$ cat src/core/ppa_pkg.sv
// Constants, register indices and carrier types for the port pad
// configuration and analog port data block.
// Assumes a classic Wishbone master with 32-bit data and byte addresses.

package ppa_pkg;

    // ****************************************************************
    // Widths
    // ****************************************************************
    localparam int DW = 8;
    localparam int WB_AW = 16;
    localparam int WB_DW = 32;
    localparam int WB_SW = 4;
    localparam int IDX_W = 14;
    localparam int ADR_IDX_LSB = 2;
    localparam int ADR_IDX_MSB = 15;
    localparam int SEL_LANE0 = 0;

    // ****************************************************************
    // Register indices (byte address is four times the index)
    // ****************************************************************
    localparam logic [IDX_W-1:0] IDX_PH_DIR = 14'h0262;
    localparam logic [IDX_W-1:0] IDX_PH_DRIVE = 14'h0263;
    localparam logic [IDX_W-1:0] IDX_PH_PULL_EN = 14'h0264;
    localparam logic [IDX_W-1:0] IDX_PH_PULL_POL = 14'h0265;
    localparam logic [IDX_W-1:0] IDX_PH_OPEN_DRAIN = 14'h0266;
    localparam logic [IDX_W-1:0] IDX_RSVD_A = 14'h0267;
    localparam logic [IDX_W-1:0] IDX_RSVD_B = 14'h0268;
    localparam logic [IDX_W-1:0] IDX_RSVD_C = 14'h0269;
    localparam logic [IDX_W-1:0] IDX_AD_DATA = 14'h0271;
    localparam logic [IDX_W-1:0] IDX_RSVD_AD = 14'h0272;
    localparam logic [IDX_W-1:0] IDX_AD_DIR = 14'h0273;

    // ****************************************************************
    // Reset values
    // ****************************************************************
    localparam logic [DW-1:0] RST_ZERO = 8'h00;
    localparam logic [DW-1:0] RST_PULL_EN = 8'hFF;
    localparam logic [DW-1:0] RSVD_READ = 8'h00;
    localparam logic [WB_DW-DW-1:0] UPPER_ZERO = 24'h000000;

    // ****************************************************************
    // Carrier types
    // ****************************************************************
    typedef struct packed {
        logic cyc;
        logic stb;
        logic we;
        logic [WB_AW-1:0] adr;
        logic [WB_SW-1:0] sel;
        logic [WB_DW-1:0] dat;
    } ppa_wb_req_t;

    typedef struct packed {
        logic ack;
        logic [WB_DW-1:0] dat;
    } ppa_wb_rsp_t;

    typedef struct packed {
        logic [DW-1:0] dout;
        logic [DW-1:0] oe;
        logic [DW-1:0] reduced;
        logic [DW-1:0] pull_up;
        logic [DW-1:0] pull_dn;
    } ppa_ph_pad_t;

    typedef struct packed {
        logic [DW-1:0] dout;
        logic [DW-1:0] oe;
    } ppa_ad_pad_t;

    typedef struct packed {
        logic [DW-1:0] analog_port_data;
        logic [DW-1:0] analog_port_direction;
        logic [DW-1:0] port_h_direction;
        logic [DW-1:0] port_h_drive_strength;
        logic [DW-1:0] port_h_pull_enable;
        logic [DW-1:0] port_h_pull_polarity;
        logic [DW-1:0] port_h_open_drain_mode;
    } ppa_regs_t;

    localparam ppa_regs_t REGS_RESET = '{
        analog_port_data: RST_ZERO,
        analog_port_direction: RST_ZERO,
        port_h_direction: RST_ZERO,
        port_h_drive_strength: RST_ZERO,
        port_h_pull_enable: RST_PULL_EN,
        port_h_pull_polarity: RST_ZERO,
        port_h_open_drain_mode: RST_ZERO
    };

endpackage

$ cat src/core/ppa_sync.sv
// Two-stage synchroniser for the eight analog port input levels.
// Assumes the pin levels may change at any time relative to CORE_CLK.

`timescale 1ns/1ps

module ppa_sync (
    input wire logic CORE_CLK,
    input wire logic RESETN,
    input wire logic [ppa_pkg::DW-1:0] PIN_IN,
    output logic [ppa_pkg::DW-1:0] PIN_SYNC
);

    typedef struct packed {
        logic [ppa_pkg::DW-1:0] stage1;
        logic [ppa_pkg::DW-1:0] stage2;
    } ppa_sync_st_t;

    ppa_sync_st_t st_ff;
    ppa_sync_st_t nxt_st;

    // Stage one feeds only stage two
    always_comb begin
        nxt_st = st_ff;
        nxt_st.stage1 = PIN_IN;
        nxt_st.stage2 = st_ff.stage1;
    end

    always_ff @(posedge CORE_CLK or negedge RESETN) begin
        if (!RESETN) begin
            st_ff <= '{stage1: ppa_pkg::RST_ZERO, stage2: ppa_pkg::RST_ZERO};
        end else begin
            st_ff <= nxt_st;
        end
    end

    assign PIN_SYNC = st_ff.stage2;

endmodule

$ cat src/core/ppa_top.sv
// Port H pad configuration and analog port data logic behind a
// classic Wishbone slave.
// Assumes one clock, pins synchronous to it except the analog port
// inputs, and a separate block that owns the port H data register.
//
// What this block does
// - A set drive bit on a port H output pin selects one sixth drive, and is ignored on inputs.
// - A set pull enable bit on a port H pin turns its pull device on only while it is an input.
// - The port H pull enable register resets with all eight bits set.
// - A polarity bit of one picks a pull-down and zero a pull-up, only for enabled input pins.
// - A set wired-or bit makes the port H output drive low only and never drive high.
// - The wired-or bit leaves a port H pin that is an input untouched.
// - An analog port pin not claimed by the converter works as ordinary port I/O.
// - In output mode each bit of the analog port data register is driven to its pin unless the converter claims that pin.
// - Reading analog port data gives the stored bit where direction is one, else the pin.
// - Reserved locations read as zero and ignore writes.
// - A direction bit of one makes the pin an output and zero an input.
// - After a direction change the read source may take up to two cycles to settle.

`timescale 1ns/1ps

module ppa_top (
    input wire logic CORE_CLK,
    input wire logic RESETN,
    input ppa_pkg::ppa_wb_req_t WB_REQ,
    output ppa_pkg::ppa_wb_rsp_t WB_RSP,
    input wire logic [ppa_pkg::DW-1:0] PH_OUT_VAL,
    input wire logic [ppa_pkg::DW-1:0] AD_PIN_IN,
    input wire logic [ppa_pkg::DW-1:0] AD_ANALOG_CLAIM,
    output ppa_pkg::ppa_ph_pad_t PH_PAD,
    output ppa_pkg::ppa_ad_pad_t AD_PAD
);

    // ****************************************************************
    // State
    // ****************************************************************
    typedef struct packed {
        ppa_pkg::ppa_regs_t regs;
        ppa_pkg::ppa_wb_rsp_t rsp;
        ppa_pkg::ppa_ph_pad_t ph_pad;
        ppa_pkg::ppa_ad_pad_t ad_pad;
    } ppa_top_st_t;

    ppa_top_st_t st_ff;
    ppa_top_st_t nxt_st;
    logic [ppa_pkg::DW-1:0] ad_pin_sync;

    // ****************************************************************
    // Input synchroniser
    // ****************************************************************
    ppa_sync u_ad_sync (
        .CORE_CLK(CORE_CLK),
        .RESETN(RESETN),
        .PIN_IN(AD_PIN_IN),
        .PIN_SYNC(ad_pin_sync)
    );

    // ****************************************************************
    // Functions
    // ****************************************************************
    function automatic logic [ppa_pkg::IDX_W-1:0] reg_index(
        input logic [ppa_pkg::WB_AW-1:0] adr
    );
        return adr[ppa_pkg::ADR_IDX_MSB:ppa_pkg::ADR_IDX_LSB];
    endfunction

    // Per-bit source select used by the analog port data read
    function automatic logic [ppa_pkg::DW-1:0] data_read(
        input logic [ppa_pkg::DW-1:0] stored,
        input logic [ppa_pkg::DW-1:0] dir,
        input logic [ppa_pkg::DW-1:0] pin
    );
        return (stored & dir) | (pin & ~dir);
    endfunction

    function automatic logic is_reserved(
        input logic [ppa_pkg::IDX_W-1:0] idx
    );
        logic hit;
        hit = 1'b0;
        if (idx == ppa_pkg::IDX_RSVD_A) begin
            hit = 1'b1;
        end else if (idx == ppa_pkg::IDX_RSVD_B) begin
            hit = 1'b1;
        end else if (idx == ppa_pkg::IDX_RSVD_C) begin
            hit = 1'b1;
        end else if (idx == ppa_pkg::IDX_RSVD_AD) begin
            hit = 1'b1;
        end
        return hit;
    endfunction

    // Read decode; reserved and unmapped indices fall through to zero
    function automatic logic [ppa_pkg::DW-1:0] read_byte(
        input ppa_pkg::ppa_regs_t regs,
        input logic [ppa_pkg::IDX_W-1:0] idx,
        input logic [ppa_pkg::DW-1:0] pin
    );
        logic [ppa_pkg::DW-1:0] val;
        val = ppa_pkg::RSVD_READ;
        if (is_reserved(idx)) begin
            val = ppa_pkg::RSVD_READ;
        end else if (idx == ppa_pkg::IDX_AD_DATA) begin
            // Source switches at once with direction; the pin path lags by
            // the synchroniser depth, so software should wait two cycles
            val = data_read(regs.analog_port_data, regs.analog_port_direction,
                pin);
        end else if (idx == ppa_pkg::IDX_AD_DIR) begin
            val = regs.analog_port_direction;
        end else if (idx == ppa_pkg::IDX_PH_DIR) begin
            val = regs.port_h_direction;
        end else if (idx == ppa_pkg::IDX_PH_DRIVE) begin
            val = regs.port_h_drive_strength;
        end else if (idx == ppa_pkg::IDX_PH_PULL_EN) begin
            val = regs.port_h_pull_enable;
        end else if (idx == ppa_pkg::IDX_PH_PULL_POL) begin
            val = regs.port_h_pull_polarity;
        end else if (idx == ppa_pkg::IDX_PH_OPEN_DRAIN) begin
            val = regs.port_h_open_drain_mode;
        end
        return val;
    endfunction

    // Write decode; reserved and unmapped indices leave all state alone
    function automatic ppa_pkg::ppa_regs_t write_byte(
        input ppa_pkg::ppa_regs_t regs,
        input logic [ppa_pkg::IDX_W-1:0] idx,
        input logic [ppa_pkg::DW-1:0] val
    );
        ppa_pkg::ppa_regs_t r;
        r = regs;
        if (is_reserved(idx)) begin
            r = regs;
        end else if (idx == ppa_pkg::IDX_AD_DATA) begin
            r.analog_port_data = val;
        end else if (idx == ppa_pkg::IDX_AD_DIR) begin
            r.analog_port_direction = val;
        end else if (idx == ppa_pkg::IDX_PH_DIR) begin
            r.port_h_direction = val;
        end else if (idx == ppa_pkg::IDX_PH_DRIVE) begin
            r.port_h_drive_strength = val;
        end else if (idx == ppa_pkg::IDX_PH_PULL_EN) begin
            r.port_h_pull_enable = val;
        end else if (idx == ppa_pkg::IDX_PH_PULL_POL) begin
            r.port_h_pull_polarity = val;
        end else if (idx == ppa_pkg::IDX_PH_OPEN_DRAIN) begin
            r.port_h_open_drain_mode = val;
        end
        return r;
    endfunction

    // Port H pad controls from the configuration and the output value
    function automatic ppa_pkg::ppa_ph_pad_t ph_pad_ctl(
        input ppa_pkg::ppa_regs_t regs,
        input logic [ppa_pkg::DW-1:0] out_val
    );
        ppa_pkg::ppa_ph_pad_t p;
        logic [ppa_pkg::DW-1:0] is_out;
        logic [ppa_pkg::DW-1:0] pull_on;
        is_out = regs.port_h_direction;
        p.dout = out_val;
        // Open-drain releases the pin instead of driving a high level
        p.oe = is_out & ~(regs.port_h_open_drain_mode & out_val);
        // Input pins never see the wired-or bit, only the direction
        p.oe = p.oe & is_out;
        p.reduced = regs.port_h_drive_strength & is_out;
        pull_on = regs.port_h_pull_enable & ~is_out;
        p.pull_dn = pull_on & regs.port_h_pull_polarity;
        p.pull_up = pull_on & ~regs.port_h_pull_polarity;
        return p;
    endfunction

    // Analog port pad controls; a converter claim removes the driver
    function automatic ppa_pkg::ppa_ad_pad_t ad_pad_ctl(
        input ppa_pkg::ppa_regs_t regs,
        input logic [ppa_pkg::DW-1:0] claim
    );
        ppa_pkg::ppa_ad_pad_t p;
        p.dout = regs.analog_port_data;
        p.oe = regs.analog_port_direction & ~claim;
        return p;
    endfunction

    // ****************************************************************
    // Next state
    // ****************************************************************
    // The ack is given one cycle after the request is seen and the write
    // lands on the edge where the master samples it, so one access costs
    // two cycles; the trade buys a registered read path.
    always_comb begin
        logic req;
        logic [ppa_pkg::IDX_W-1:0] idx;
        logic [ppa_pkg::DW-1:0] wbyte;
        req = 1'b0;
        idx = '0;
        wbyte = ppa_pkg::RST_ZERO;
        nxt_st = st_ff;
        req = WB_REQ.cyc & WB_REQ.stb;
        idx = reg_index(WB_REQ.adr);
        wbyte = WB_REQ.dat[ppa_pkg::DW-1:0];
        if (req && !st_ff.rsp.ack) begin
            nxt_st.rsp.ack = 1'b1;
            nxt_st.rsp.dat = {ppa_pkg::UPPER_ZERO,
                read_byte(st_ff.regs, idx, ad_pin_sync)};
        end else begin
            nxt_st.rsp.ack = 1'b0;
            nxt_st.rsp.dat = {ppa_pkg::UPPER_ZERO, ppa_pkg::RSVD_READ};
        end
        // Only lane 0 carries register bits; other lanes are ignored
        if (req && st_ff.rsp.ack && WB_REQ.we && WB_REQ.sel[ppa_pkg::SEL_LANE0]) begin
            nxt_st.regs = write_byte(st_ff.regs, idx, wbyte);
        end
        // Pads follow the new register values, so a write acts next cycle
        nxt_st.ph_pad = ph_pad_ctl(nxt_st.regs, PH_OUT_VAL);
        nxt_st.ad_pad = ad_pad_ctl(nxt_st.regs, AD_ANALOG_CLAIM);
    end

    // ****************************************************************
    // Registers
    // ****************************************************************
    always_ff @(posedge CORE_CLK or negedge RESETN) begin
        if (!RESETN) begin
            st_ff.regs <= ppa_pkg::REGS_RESET;
            st_ff.rsp <= '{ack: 1'b0, dat: '0};
            // Pull-ups on all port H pins, everything else undriven
            st_ff.ph_pad <= '{
                dout: ppa_pkg::RST_ZERO,
                oe: ppa_pkg::RST_ZERO,
                reduced: ppa_pkg::RST_ZERO,
                pull_up: ppa_pkg::RST_PULL_EN,
                pull_dn: ppa_pkg::RST_ZERO
            };
            st_ff.ad_pad <= '{dout: ppa_pkg::RST_ZERO, oe: ppa_pkg::RST_ZERO};
        end else begin
            st_ff <= nxt_st;
        end
    end

    // ****************************************************************
    // Outputs
    // ****************************************************************
    assign WB_RSP = st_ff.rsp;
    assign PH_PAD = st_ff.ph_pad;
    assign AD_PAD = st_ff.ad_pad;

endmodule

$ cat config.mk
export PLATFORM = sky130hd
export DESIGN_NAME = ppa_top
export DESIGN_NICKNAME = d
export VERILOG_FILES = /design/src/core/ppa_pkg.sv /design/src/core/ppa_sync.sv /design/src/core/ppa_top.sv
export SDC_FILE = /design/constraint.sdc
export NUM_CORES = 1
export LEC_CHECK = 0
export ABC_AREA = 1
export BUFFER_PORTS_ARGS = -buffer_cell sky130_fd_sc_hd__clkbuf_2
export CORE_MARGIN = 2
export CORE_UTILIZATION = 48
export CTS_CLUSTER_SIZE = 25
export DETAILED_ROUTE_END_ITERATION = 10
export PLACE_DENSITY = 0.77
export SYNTH_ARGS = -nofsm -noshare
export SYNTH_HDL_FRONTEND = slang
export SYNTH_SLANG_ARGS = --single-unit
$ cat constraint.sdc
create_clock -name CORE_CLK -period 1.5 [get_ports CORE_CLK]
set_clock_uncertainty 0.05 [all_clocks]
set_input_delay 0.075 -clock CORE_CLK [delete_from_list [all_inputs] [get_ports CORE_CLK]]
set_output_delay 0.075 -clock CORE_CLK [all_outputs]
set_load 0.005 [all_outputs]
---- Word-level counts from Yosys, hierarchy flattened ----
Cells that the tools add are included.
storage, ports and cells
  word-level logic and storage cells ...... 81
  latch bits .............................. 0
  output and inout bits ................... 89
  RAM bits ................................ 0
  bits in read-only memories .............. 0
  memories ................................ 0
  flip-flop bits (word level) ............. 153
operators by class
  $add $sub $neg .......................... 0
  bitwise logic cells ..................... 18
  shift operators ......................... 0
  $mul .................................... 0
  equal/unequal tests ..................... 11
  order comparisons ....................... 0
  mux-type cells .......................... 29
  reduce and logical (&&, ||, !) cells .... 6
  div/mod/pow operators ................... 0
operators by type and width
  kind                                                               number
  14-bit by 10-bit == test with 1-bit output, second input constant  11
  48-bit two-way mux                                                 3
  8-bit two-way mux                                                  15
  8-bit bitwise AND                                                  10
  40-bit two-way mux                                                 1
  8-bit inverter                                                     5
  33-bit two-way mux                                                 1
  32-bit two-way mux                                                 1
  24-bit two-way mux                                                 1
  16-bit two-way mux                                                 1
  8-bit bitwise OR                                                   1
  1-bit two-way mux                                                  6
  1-bit logical AND                                                  4
  3-bit AND reduction                                                1
  1-bit bitwise AND                                                  1
  1-bit logical NOT                                                  1
  1-bit inverter                                                     1

---- Longest topological paths before layout ----
Gate-level depths: netlist (run 1).
  depth in word-level cells ............... 14
  gate-level depth with buffers ........... 13
  mapped depth without buffers ............ 12

---- Cells and area by module ----
Synthesis (run 1) repeated with hierarchy kept, for this count alone.
second synthesis, totals
  cells, all modules ...................... 769
  area total of the unflattened synthesis .. 6446.2 um^2
modules (own cells, without submodules)
  module    instances  cells an instance  area each (um^2)  seq. area each (um^2)
  ppa_top   1          753                6045.8            2847.7
  ppa_sync  1          16                 400.4             400.4

---- Least setup slack after synthesis (run 1) ----
No wires, ideal clock.
  kind .................................... reg2reg
  start point ............................. reg st_ff (netlist bit WB_RSP[32])
  end point ............................... reg st_ff (netlist bit PH_PAD[29])
  data arrival time ....................... 1466 ps
  buffers on the path ..................... 2
  stages on the path, launching flop included .. 10
  setup time .............................. 113 ps
  clock period less this slack ............ 1629 ps
  path slack .............................. -129 ps
  cells stage by stage .................... dfrtp_1 > nand3_2 > nor2_1 > buf_2 > nand4_4 > buf_6 > o21ai_2 > inv_1 > nand2_1 > inv_1
RTL lines
  what                    line            text
  start, declared         ppa_top.sv:44   ppa_top_st_t st_ff;
  start signal, assigned  ppa_top.sv:235  st_ff <= nxt_st;

==> metrics.yaml, run 1 <==
status:
  status: "finished, violations left"
  violations: "setup timing"
route:
  viasPerCell: 4.74
  wirelength_um: 14900
  vias: 5033
  drc: 0
  drt_iter0_markers: 336
  final_antenna_net_count: 0
  first_pass_iters: 4
  wl_per_cell_um: 14.0
sta:
  fin_crit_sh_pct: 102
  finalWorstSetupSlack_ns: -0.0288
  rsz0062_at_grt: "true"
  setup_viol: 20
  drv_slew: 0
  tightest_slew_ns: 0.552
  max_freq_ghz: 0.654
  slew_headroom_pct: 63.2
  period_minus_slack_ns: 1.53
  hold_viol_final: 0
critical_path:
  worst-path-buf-inv: 2
  cp_data_arrival_time_ns: 1.82
  critPathTopFamily: "simple AND/OR/NAND/NOR gates"
  cp-end-kind: "flip-flop"
  worst_ep_required_time_ns: 1.79
  reg2reg_from: "WB_RSP[32]"
  critical_path_class: "reg -> reg"
  cp_slowest_stage_delay_ns: 0.36
  slowest_stage: "dfrtp_1"
  crit_path_cell_trace: "nand3_2, nor2_4, buf_6, nand4_4, buf_12, o21ai_4, nand2_2, nor2_1"
  critPathLaunch: "WB_RSP[32]"
  crit_path_start_kind: "flip-flop"
  path_max_fanout: 16
placed_design:
  place_area_um2: 6850
  pre_cts_slack_ns: -0.274
  port_buffers: 116
  dpl.hpwl_um: 9990
  place.gp.congestion: 0.847
power_and_ir_drop:
  powerDensity_nw_per_um2: 1090
  p_leak_uw: 0.00413
  irDropWorstVdd_mv: 0.620
  power.total_uw: 8760
global_route:
  antenna_found_initial: 0
  grt.overflow.total: 0
  grt_usage_pct: 21.9
  grt_pass1_wl_um: 24000
  grt_pass1_vias: 4920
  grt_max_degree: 104
layout:
  fillers: 1117
  seqCellArea_um2: 3250
  layout-drive-gt1-share_pct: 32.7
  multiInputGateArea_um2: 2130
  diodes: 0
  area_delta_synth_final_pct: 26.4
  final_core_utilization_pct: 61.4
  design_area_um2: 8030
  final_net_count: 954
synth:
  ys_types: 35
  yosysWarnings: 0
  avgSynthCellArea_um2: 8.52
  synthFlopType: "dfrtp_1"
  synth_common_cells: "nand2_1 (145), inv_1 (114), dfrtp_1 (113)"
  syn_area_um2: 6350
  synthTopCellsByArea: "dfrtp_1 (45%), buf_4 (11%), nand2_1 (8.6%)"
  async_flop_share_pct: 100
  synth_top_area_share_pct: 44.5
  synth_edf_count: 0
  synth_cells: 745
  seq_area_frac_synth_pct: 51.2
  yosysTopAreaCell: "dfrtp_1"
  synth_seq_cells: 129
  synth.most_common_cell: "nand2_1"
floorplanning:
  initial_utilization_pct: 48.5
  core_um2: 13100
  die-area_um2: 14200
  io_pins: 170
  num_rows: 42
  die-height_um: 119
  die_w_um: 119
clock_network:
  root_buffer: "clkbuf_16"
  cts_tree: "built"
  clk_latency_ns: 0.42
  htreeDepth: 4
  cts_buffers: 17
  cts_sinks: 129
  clk_path_buf_depth: 2
  clk_pin_slew_ns: 0.06
flow_run:
  cap_violations: 0
hold_path:
  hold_start: "WB_REQ[2]"
  worst_hold_path_type: "in -> reg"
[layout make-up]
class                      instances  area share [%]
clock buffer                      22            5.78
sequential                       129            40.5
tap                              176            2.74
multi-input combinational        405            26.6
timing repair buffer             192            16.4
inverter                         128            6.03
clock inverter                    10            1.98
[timing repair]
action	4_1_cts	5_1_grt
hold endpoints to repair	164	0
buffers inserted	1	1
resized for setup	15	59
pin swaps	0	5
hold buffers	32	0
cloned	0	1
setup endpoints to repair	52	66
[logic make-up (layout without fill, tap and decap cells)]
| group | after synthesis | in the layout | synth area share, % |
|---|---|---|---|
| buffers and inverters | 234 | 352 | 19.7 |
| AND/OR/NAND/NOR | 268 | 268 | 19.2 |
| other | 1 | 24 | 0.0591 |
| AO/OA/AOI/OAI | 112 | 112 | 9.70 |
| flip-flops | 129 | 129 | 51.2 |
| multiplexers | 1 | 1 | 0.177 |
[worst min-delay path: stages]
cell and delay (ns):
clkbuf_2 0.24, o21ai_2 0.12, inv_1 0.05
[registers in the layout, summed over array words and instances (netlist names)]
name / cells
u_ad_sync.nxt_st: 8
WB_RSP: 9
AD_PAD: 16
u_ad_sync.PIN_SYNC: 8
PH_PAD: 40
st_ff: 48
[cell usage in the layout (no fill, tap or decap), types with 2 or more instances in the layout]
master	synthesis	final
clkinv_2	0	3
nor2_2	3	6
inv_1	114	111
clkbuf_16	0	17
nand2_2	3	12
nand2_4	0	3
a21oi_1	8	6
buf_12	0	6
dfstp_2	16	16
inv_2	14	16
nand4_1	8	8
bufinv_16	0	4
clkbuf_1	4	3
nand2_1	145	133
o21ai_2	8	20
nand3_2	4	4
nor2_1	72	68
nor2_4	4	5
nand3_1	20	20
clkinvlp_4	0	3
o21ai_0	70	52
a21oi_2	0	2
dlygate4sd3_1	0	32
o21a_1	8	8
buf_6	4	3
nand4_2	2	2
conb_1	1	24
buf_4	89	36
o21ai_1	16	15
clkbuf_2	1	115
o21ai_4	0	7
clkbuf_8	0	2
dfrtp_1	113	113
[layer usage]
layer / vias up / global-route usage [%] / share of wire [%]
li1: 2435 / - / -
met1: 2388 / 27.7 / 42
met2: 184 / 36.3 / 50
met3: 26 / 5.27 / 5.5
met4: 0 / 8.85 / 2.1
met5: - / 0 / 0
[where the power goes]
part	leakage, µW	internal, µW	total [µW]	switching [µW]
Combinational	0.00237	298	707	409
Sequential	0.00146	3660	3720	58.4
Clock	0.000300	2860	4340	1480
Total	0.00413	6820	8760	1950
[worst paths after layout]
path                                          to  slack (ns)  cells past startpoint
max in group asynchronous              WB_RSP[2]        0.76                      3
min in group asynchronous             PH_PAD[39]        0.17                      3
setup reg to reg                      PH_PAD[11]       -0.03                      8
setup / recovery                      PH_PAD[11]       -0.03                      8
hold reg to reg            u_ad_sync.PIN_SYNC[6]        0.30                      0
hold / removal                        st_ff[131]        0.05                      3
[per-stage QoR]
step	hold slack, ns	std cells	setup TNS (ns)
floorplan	-0.271	768	-0.0430
global placement	0.0673	995	-9.21
detailed placement	0.0663	995	-13.63
CTS	0.0218	1060	-0.00396
global route	0.0611	1062	-5.05
finish	0.0530	1062	-0.265
(Power assumes the default switching activity.)
==> run 2, diff against run 1 <==
Settings changed: ABC_CLOCK_PERIOD_IN_PS from default to 1500, CAP_MARGIN from default to 20, CORE_MARGIN 2 to default.
==> run 2 against run 1 <==
Against the previous run: the run still ends with setup timing left; critical path depth stayed put; clock power is 3% lower; combinational power is 0.7% lower; first-iteration DRC count shrank 1.5%; critical path type unchanged; highest routed layer unchanged.
==> metrics.yaml, run 2 (synthesized netlist as in run 1, its figures left out) <==
route:
  viasPerCell: 4.68  # was 4.74
  wl_per_cell_um: 13.6  # was 14.0 µm
  first_pass_iters: 6  # was 4
  drc: 0  # unchanged
  vias: 4939  # was 5033
  final_antenna_net_count: 0  # unchanged
  wirelength_um: 14300  # was 14900 µm
  drt_iter0_markers: 331  # was 336
sta:
  setup_viol: 7  # was 20
  finalWorstSetupSlack_ns: -0.0170  # was -0.0288 ns
  tns_ns: -0.0339  # was -0.265 ns
  fin_crit_sh_pct: 101  # was 102%
  max_freq_ghz: 0.659  # was 0.654 GHz
  period_minus_slack_ns: 1.52  # was 1.53 ns
  hold_viol_final: 0  # unchanged
  drv_slew: 0  # unchanged
  rsz0062_at_grt: "true"  # unchanged
critical_path:
  cp-end-kind: "flip-flop"  # unchanged
  crit_path_start_kind: "flip-flop"  # unchanged
  worst_ep_required_time_ns: 1.80  # was 1.79 ns
  cp_data_arrival_time_ns: 1.82  # about the same
  path_max_fanout: 16  # unchanged
  critical_path_class: "reg -> reg"  # unchanged
layout:
  final_core_utilization_pct: 62.2  # was 61.4%
  diodes: 0  # unchanged
  mostFrequentLayoutCells: "nand2_1 (137), clkbuf_2 (115), inv_1 (114), dfrtp_1 (113), nor2_1 (65)"  # was nand2_1 (133), clkbuf_2 (115), dfrtp_1 (113), inv_1 (111), nor2_1 (68)
  largest_register_ffs: 48  # unchanged
  layout-drive-gt1-share_pct: 31.4  # was 32.7%
  stdcell_count: 1055  # was 1062
  final_net_count: 951  # was 954
  top_register: "st_ff"  # unchanged
  area_delta_synth_final_pct: 25.0  # was 26.4%
  layout_commonest_cell: "nand2_1"  # unchanged
clock_network:
  htreeDepth: 4  # unchanged
  cts_tree: "built"  # unchanged
  cts_buffers: 17  # unchanged
  clk_path_buf_depth: 2  # unchanged
  clk_pin_slew_ns: 0.06  # about the same
  clk_latency_ns: 0.42  # about the same
  cts_sinks: 129  # unchanged
  root_buffer: "clkbuf_16"  # unchanged
flow_run:
  cap_violations: 0  # unchanged
placed_design:
  place.gp.congestion: 0.824  # was 0.847
  dp_cells: 988  # was 995
  port_buffers: 116  # unchanged
  dpl.hpwl_um: 9800  # was 9990 µm
global_route:
  grt_max_degree: 53  # was 104
  grt_pass1_wl_um: 21900  # was 24000 µm
  antenna_found_initial: 0  # unchanged
  grt_pass1_vias: 4520  # was 4920
  grt_usage_pct: 21.8  # was 21.9%
  grt.overflow.total: 0  # unchanged
status:
  violations: "setup timing"  # unchanged
  status: "finished, violations left"  # unchanged
floorplanning:
  die_w_um: 117  # was 119 µm
  num_rows: 41  # was 42
  io_pins: 170  # unchanged
  die-area_um2: 13700  # was 14200 µm²
  initial_utilization_pct: 49.7  # was 48.5%
  core_um2: 12800  # was 13100 µm²
  die-height_um: 117  # was 119 µm
power_and_ir_drop:
  irDropWorstVdd_mv: 0.743  # was 0.620 mV
  powerDensity_nw_per_um2: 1090  # about the same
  p_leak_uw: 0.00411  # was 0.00413 µW
  power.total_uw: 8630  # was 8760 µW
hold_path:
  worst_hold_path_type: "in -> reg"  # unchanged
-- run 2: worst paths after layout --
path | cells past startpoint | start | end | slack, ns
max reg2reg | 8 | WB_RSP[32] | PH_PAD[10] | -0.02
min in group asynchronous | 2 | RESETN | PH_PAD[10] | 0.15
max in group asynchronous | 3 | RESETN | PH_PAD[34] | 0.41
min reg2reg | 0 | u_ad_sync.nxt_st[2] | u_ad_sync.PIN_SYNC[2] | 0.30
min | 3 | WB_REQ[1] | st_ff[98] | 0.06
max | 8 | WB_RSP[32] | PH_PAD[10] | -0.02
-- run 2: layout make-up --
class,count,area [µm²]
clock buffers,22,474
clock inverters,10,134
fillers,1069,4830
inverters,128,480
multi-input cells,405,2080
flip-flops and latches,129,3250
well taps,172,215
repair buffers,189,1310
-- run 2: stage by stage --
| step | area (µm²) | hold slack (ns) | setup slack, ns |
|---|---|---|---|
| finish | 7940 | 0.0561 | -0.0170 |
| global route | 7940 | 0.0469 | -0.120 |
| CTS | 7840 | 0.00289 | 0.00117 |
| detailed placement | 6840 | -0.113 | -0.336 |
| global placement | 6840 | -0.112 | -0.276 |
| floorplan | 6440 | -0.271 | -0.0215 |
-- run 2: where the power goes --
| part | switching [µW] | total (µW) | leakage [µW] | internal (µW) |
|---|---|---|---|---|
| Combinational | 408 | 702 | 0.00235 | 294 |
| Sequential | 61.6 | 3720 | 0.00146 | 3660 |
| Clock | 1480 | 4210 | 0.000296 | 2730 |
-- run 2: layer usage --
layer	share of wire [%]	vias to the layer above	track usage, %
met5	0	-	0
met4	2.9	0	11.1
met3	6.3	33	5.82
met2	49	189	35.6
met1	42	2289	26.8
li1	-	2428	-
-- run 2: timing repair --
action                     in CTS  in global routing
hold endpoints to repair      171                  0
resized for setup              12                 43
gates cloned                    0                  0
hold buffers                   33                  0
setup endpoints to repair      31                 61
buffers inserted                2                  0
-- run 2: worst max-delay path, cell delays in order, from the launching register on --
cell,delay [ns]
dfrtp_1,0.36
nand3_2,0.11
nor2_4,0.12
buf_6,0.15
nand4_4,0.09
buf_12,0.18
o21ai_2,0.18
nand2_1,0.10
nor2_1,0.11
==> run 3, diff against run 2 <==
Settings changed: ABC_AREA 1 to default, CORE_UTILIZATION 48 to 47, PLACE_DENSITY 0.77 to 0.76.
==> run 3 against run 2 <==
Against the previous run: the run still ends with setup timing left; cell area grew 3.6%; setup slack worse by 0.24 ns; routed wire length is 8.1% higher; worst hold slack improved by 0.054 ns; sequential power fell by 5%; via count decreased by 8.4%; core utilization increased by 2.8 points; critical endpoint is now st_ff[109]; largest cell class unchanged.
==> metrics.yaml, run 3 <==
route:
  wl_per_cell_um: 17.9  # was 13.6 µm
  vias: 4525  # was 4939
  viasPerCell: 5.22  # was 4.68
  final_antenna_net_count: 0  # unchanged
  drt_iter0_markers: 268  # was 331
  drc: 0  # unchanged
  first_pass_iters: 5  # was 6
  wirelength_um: 15500  # was 14300 µm
floorplanning:
  num_rows: 41  # unchanged
  initial_utilization_pct: 48.2  # was 49.7%
  core_um2: 12700  # was 12800 µm²
  die-height_um: 116  # was 117 µm
  io_pins: 170  # unchanged
  die_w_um: 116  # was 117 µm
  die-area_um2: 13500  # was 13700 µm²
status:
  violations: "setup timing"  # unchanged
  status: "finished, violations left"  # unchanged
synth:
  synth_top_area_share_pct: 46.3  # was 44.5%
  ys_types: 52  # was 35
  synth.most_common_cell: "dfrtp_1"  # was nand2_1
  async_flop_share_pct: 100  # unchanged
  synth_top_family_by_area: "buffers and inverters"  # unchanged
  synth-simple-area-share_pct: 12.6  # was 19.2%
  seq_area_frac_synth_pct: 53.2  # was 51.2%
  synth-compound-area-share_pct: 10.5  # was 9.70%
  synthFlopType: "dfrtp_1"  # unchanged
  yosysTopAreaCell: "dfrtp_1"  # unchanged
  syn_area_um2: 6110  # was 6350 µm²
  synth_edf_count: 0  # unchanged
  synthAdderAreaFrac_pct: 0  # unchanged
  avgSynthCellArea_um2: 11.4  # was 8.52 µm²
  synth_common_cells: "dfrtp_1 (113), buf_4 (90), mux2_2 (48)"  # was nand2_1 (145), inv_1 (114), dfrtp_1 (113)
  synthTopCellsByArea: "dfrtp_1 (46%), buf_4 (11%), mux2_2 (8.8%)"  # was dfrtp_1 (45%), buf_4 (11%), nand2_1 (8.6%)
  synth_seq_cells: 129  # unchanged
  synthXorXnorAreaFrac_pct: 0  # unchanged
  synthMuxAreaShare_pct: 10.2  # was 0.177%
  yosysWarnings: 0  # unchanged
  synth_cells: 538  # was 745
critical_path:
  cp_data_arrival_time_ns: 2.05  # was 1.82 ns
  cp-end-kind: "flip-flop"  # unchanged
  reg2regPathDepth: 6  # was 8
  reg2reg_from: "WB_RSP[32]"  # unchanged
  crit_path_start_kind: "flip-flop"  # unchanged
  worst_ep_required_time_ns: 1.79  # was 1.80 ns
  path_max_fanout: 8  # was 16
  critPathLaunch: "WB_RSP[32]"  # unchanged
  crit_end: "st_ff[109]"  # was PH_PAD[10]
  critical_path_class: "reg -> reg"  # unchanged
  r2r-end: "st_ff[109]"  # was PH_PAD[10]
  r2r_setup_slack_ns: -0.25  # was -0.02 ns
power_and_ir_drop:
  irDropWorstVdd_mv: 0.739  # was 0.743 mV
  p_leak_uw: 0.00403  # was 0.00411 µW
  p_int_uw: 6260  # was 6680 µW
  seqPwrFrac_pct: 44.0  # was 43.1%
  powerDensity_nw_per_um2: 974  # was 1090 nW/µm²
  p_clk_share_pct: 49.4  # was 48.8%
  switchingPower_uw: 1760  # was 1950 µW
  switching_share_pct: 22.0  # was 22.6%
  power_frac_comb_pct: 6.5  # was 8.1%
global_route:
  grt.overflow.total: 0  # unchanged
  grt_pass1_vias: 4619  # was 4520
  grt_pass1_wl_um: 24500  # was 21900 µm
  grt_usage_pct: 24.6  # was 21.8%
  grt_max_degree: 35  # was 53
  antenna_found_initial: 0  # unchanged
layout:
  layout_commonest_cell: "clkbuf_2"  # was nand2_1
  design_area_um2: 8230  # was 7940 µm²
  final_net_count: 764  # was 951
  diodes: 0  # unchanged
  fillers: 973  # was 1069
  final_core_utilization_pct: 64.9  # was 62.2%
  area_delta_synth_final_pct: 34.7  # was 25.0%
  mostFrequentLayoutCells: "clkbuf_2 (115), dfrtp_1 (113), buf_4 (45), dlygate4sd3_1 (34), mux2_4 (32)"  # was nand2_1 (137), clkbuf_2 (115), inv_1 (114), dfrtp_1 (113), nor2_1 (65)
  stdcell_count: 867  # was 1055
  layout-drive-gt1-share_pct: 48.6  # was 31.4%
  largest_register_ffs: 48  # unchanged
  top_register: "st_ff"  # unchanged
sta:
  max_freq_ghz: 0.570  # was 0.659 GHz
  setup_viol: 96  # was 7
  hold_ws_ns: 0.111  # was 0.0561 ns
  drv_slew: 0  # unchanged
  tns_ns: -14.45  # was -0.0339 ns
  period_minus_slack_ns: 1.75  # was 1.52 ns
  fin_crit_sh_pct: 117  # was 101%
  rsz0062_at_grt: "true"  # unchanged
  hold_viol_final: 0  # unchanged
  finalWorstSetupSlack_ns: -0.254  # was -0.0170 ns
clock_network:
  cts_tree: "built"  # unchanged
  root_buffer: "clkbuf_16"  # unchanged
  clk_pin_slew_ns: 0.05  # was 0.06 ns
  clk_latency_ns: 0.42  # about the same
  htreeDepth: 4  # unchanged
  cts_sinks: 129  # unchanged
  cts_buffers: 17  # unchanged
  clk_path_buf_depth: 2  # unchanged
flow_run:
  cap_violations: 0  # unchanged
placed_design:
  port_buffers: 116  # unchanged
  dp_cells: 792  # was 988
  place_area_um2: 6780  # was 6840 µm²
  dpl.hpwl_um: 10300  # was 9800 µm
  place.gp.congestion: 0.896  # was 0.824
hold_path:
  worst_hold_path_type: "in -> async"  # was in -> reg
-- run 3: changes by cell type after synthesis, moves of 16 or more --
| cell | change |
|---|---|
| nand2_1 | -118 |
| inv_1 | -104 |
| nor2_1 | -51 |
| mux2_2 | +47 |
| o21ai_0 | -46 |
| nand3_1 | -16 |
| o21ai_1 | -16 |
| o22ai_1 | +16 |
-- run 3: worst max-delay path, stage by stage, from the launching register on --
cell       delay, ns
dfrtp_1         0.36
and3_4          0.23
nand4b_4        0.16
buf_4           0.20
nor2_4          0.15
clkbuf_16       0.19
mux2_2          0.33
-- run 3: worst min-delay path by stage --
stage,slack (ns),start,cells after the start,to
3_3_place_gp,0.01,RESETN,1,AD_PAD[2]
3_5_place_dp,0.01,RESETN,1,st_ff[131]
2_1_floorplan,-0.27,RESETN,0,AD_PAD[0]
6_report,0.11,RESETN,2,st_ff[131]
5_1_grt,0.15,RESETN,2,u_ad_sync.PIN_SYNC[2]
4_1_cts,0.11,RESETN,2,u_ad_sync.nxt_st[6]
-- run 3: area by class of cell --
class	instances	area [µm²]	share of cell area, %
clock inverters	11	114	1.38
flip-flops and latches	129	3250	39.5
repair buffers	218	1650	20.1
well taps	172	215	2.62
clock buffers	20	457	5.55
inverters	10	37.5	0.456
multi-input cells	307	2500	30.4
-- run 3: logic make-up (layout without fill, tap and decap cells) --
group / Yosys count / after routing
compound gates: 101 / 101
buf+inv: 125 / 259
flops: 129 / 129
mux: 56 / 56
other cells: 1 / 24
simple gates: 126 / 126
-- run 3: timing repair --
action / 4_1_cts / 5_1_grt
pin swaps: 26 / 18
gates resized for setup: 89 / 36
setup buffers: 4 / 4
endpoints found under the hold margin: 154 / 0
hold buffers: 34 / 0
gates cloned: 2 / 1
setup endpoints to repair: 97 / 97
-- run 3: metrics by stage --
| stage | total power, µW | setup slack (ns) |
|---|---|---|
| 2_1_floorplan | 3810 | -0.350 |
| 3_3_place_gp | 4010 | -0.507 |
| 3_5_place_dp | 4020 | -0.520 |
| 4_1_cts | 8030 | -0.215 |
| 5_1_grt | 8280 | -0.307 |
| 6_report | 8020 | -0.254 |
-- run 3: layer usage --
metal / track usage [%] / wire length, µm / vias to the layer above
met4: 8.12 / 177 / 0
met5: 0 / 0 / -
li1: - / - / 2052
met1: 33.2 / 6610 / 2261
met3: 5.70 / 938 / 19
met2: 39.5 / 7770 / 193
-- run 3: power by group through the flow --
stage	Combinational (µW)	Sequential [µW]	Clock (µW)
after global placement	420	3590	0
after CTS	507	3530	3990
after global routing	576	3530	4170
final	524	3530	3960
after floorplan	222	3590	0
after detailed placement	429	3590	0
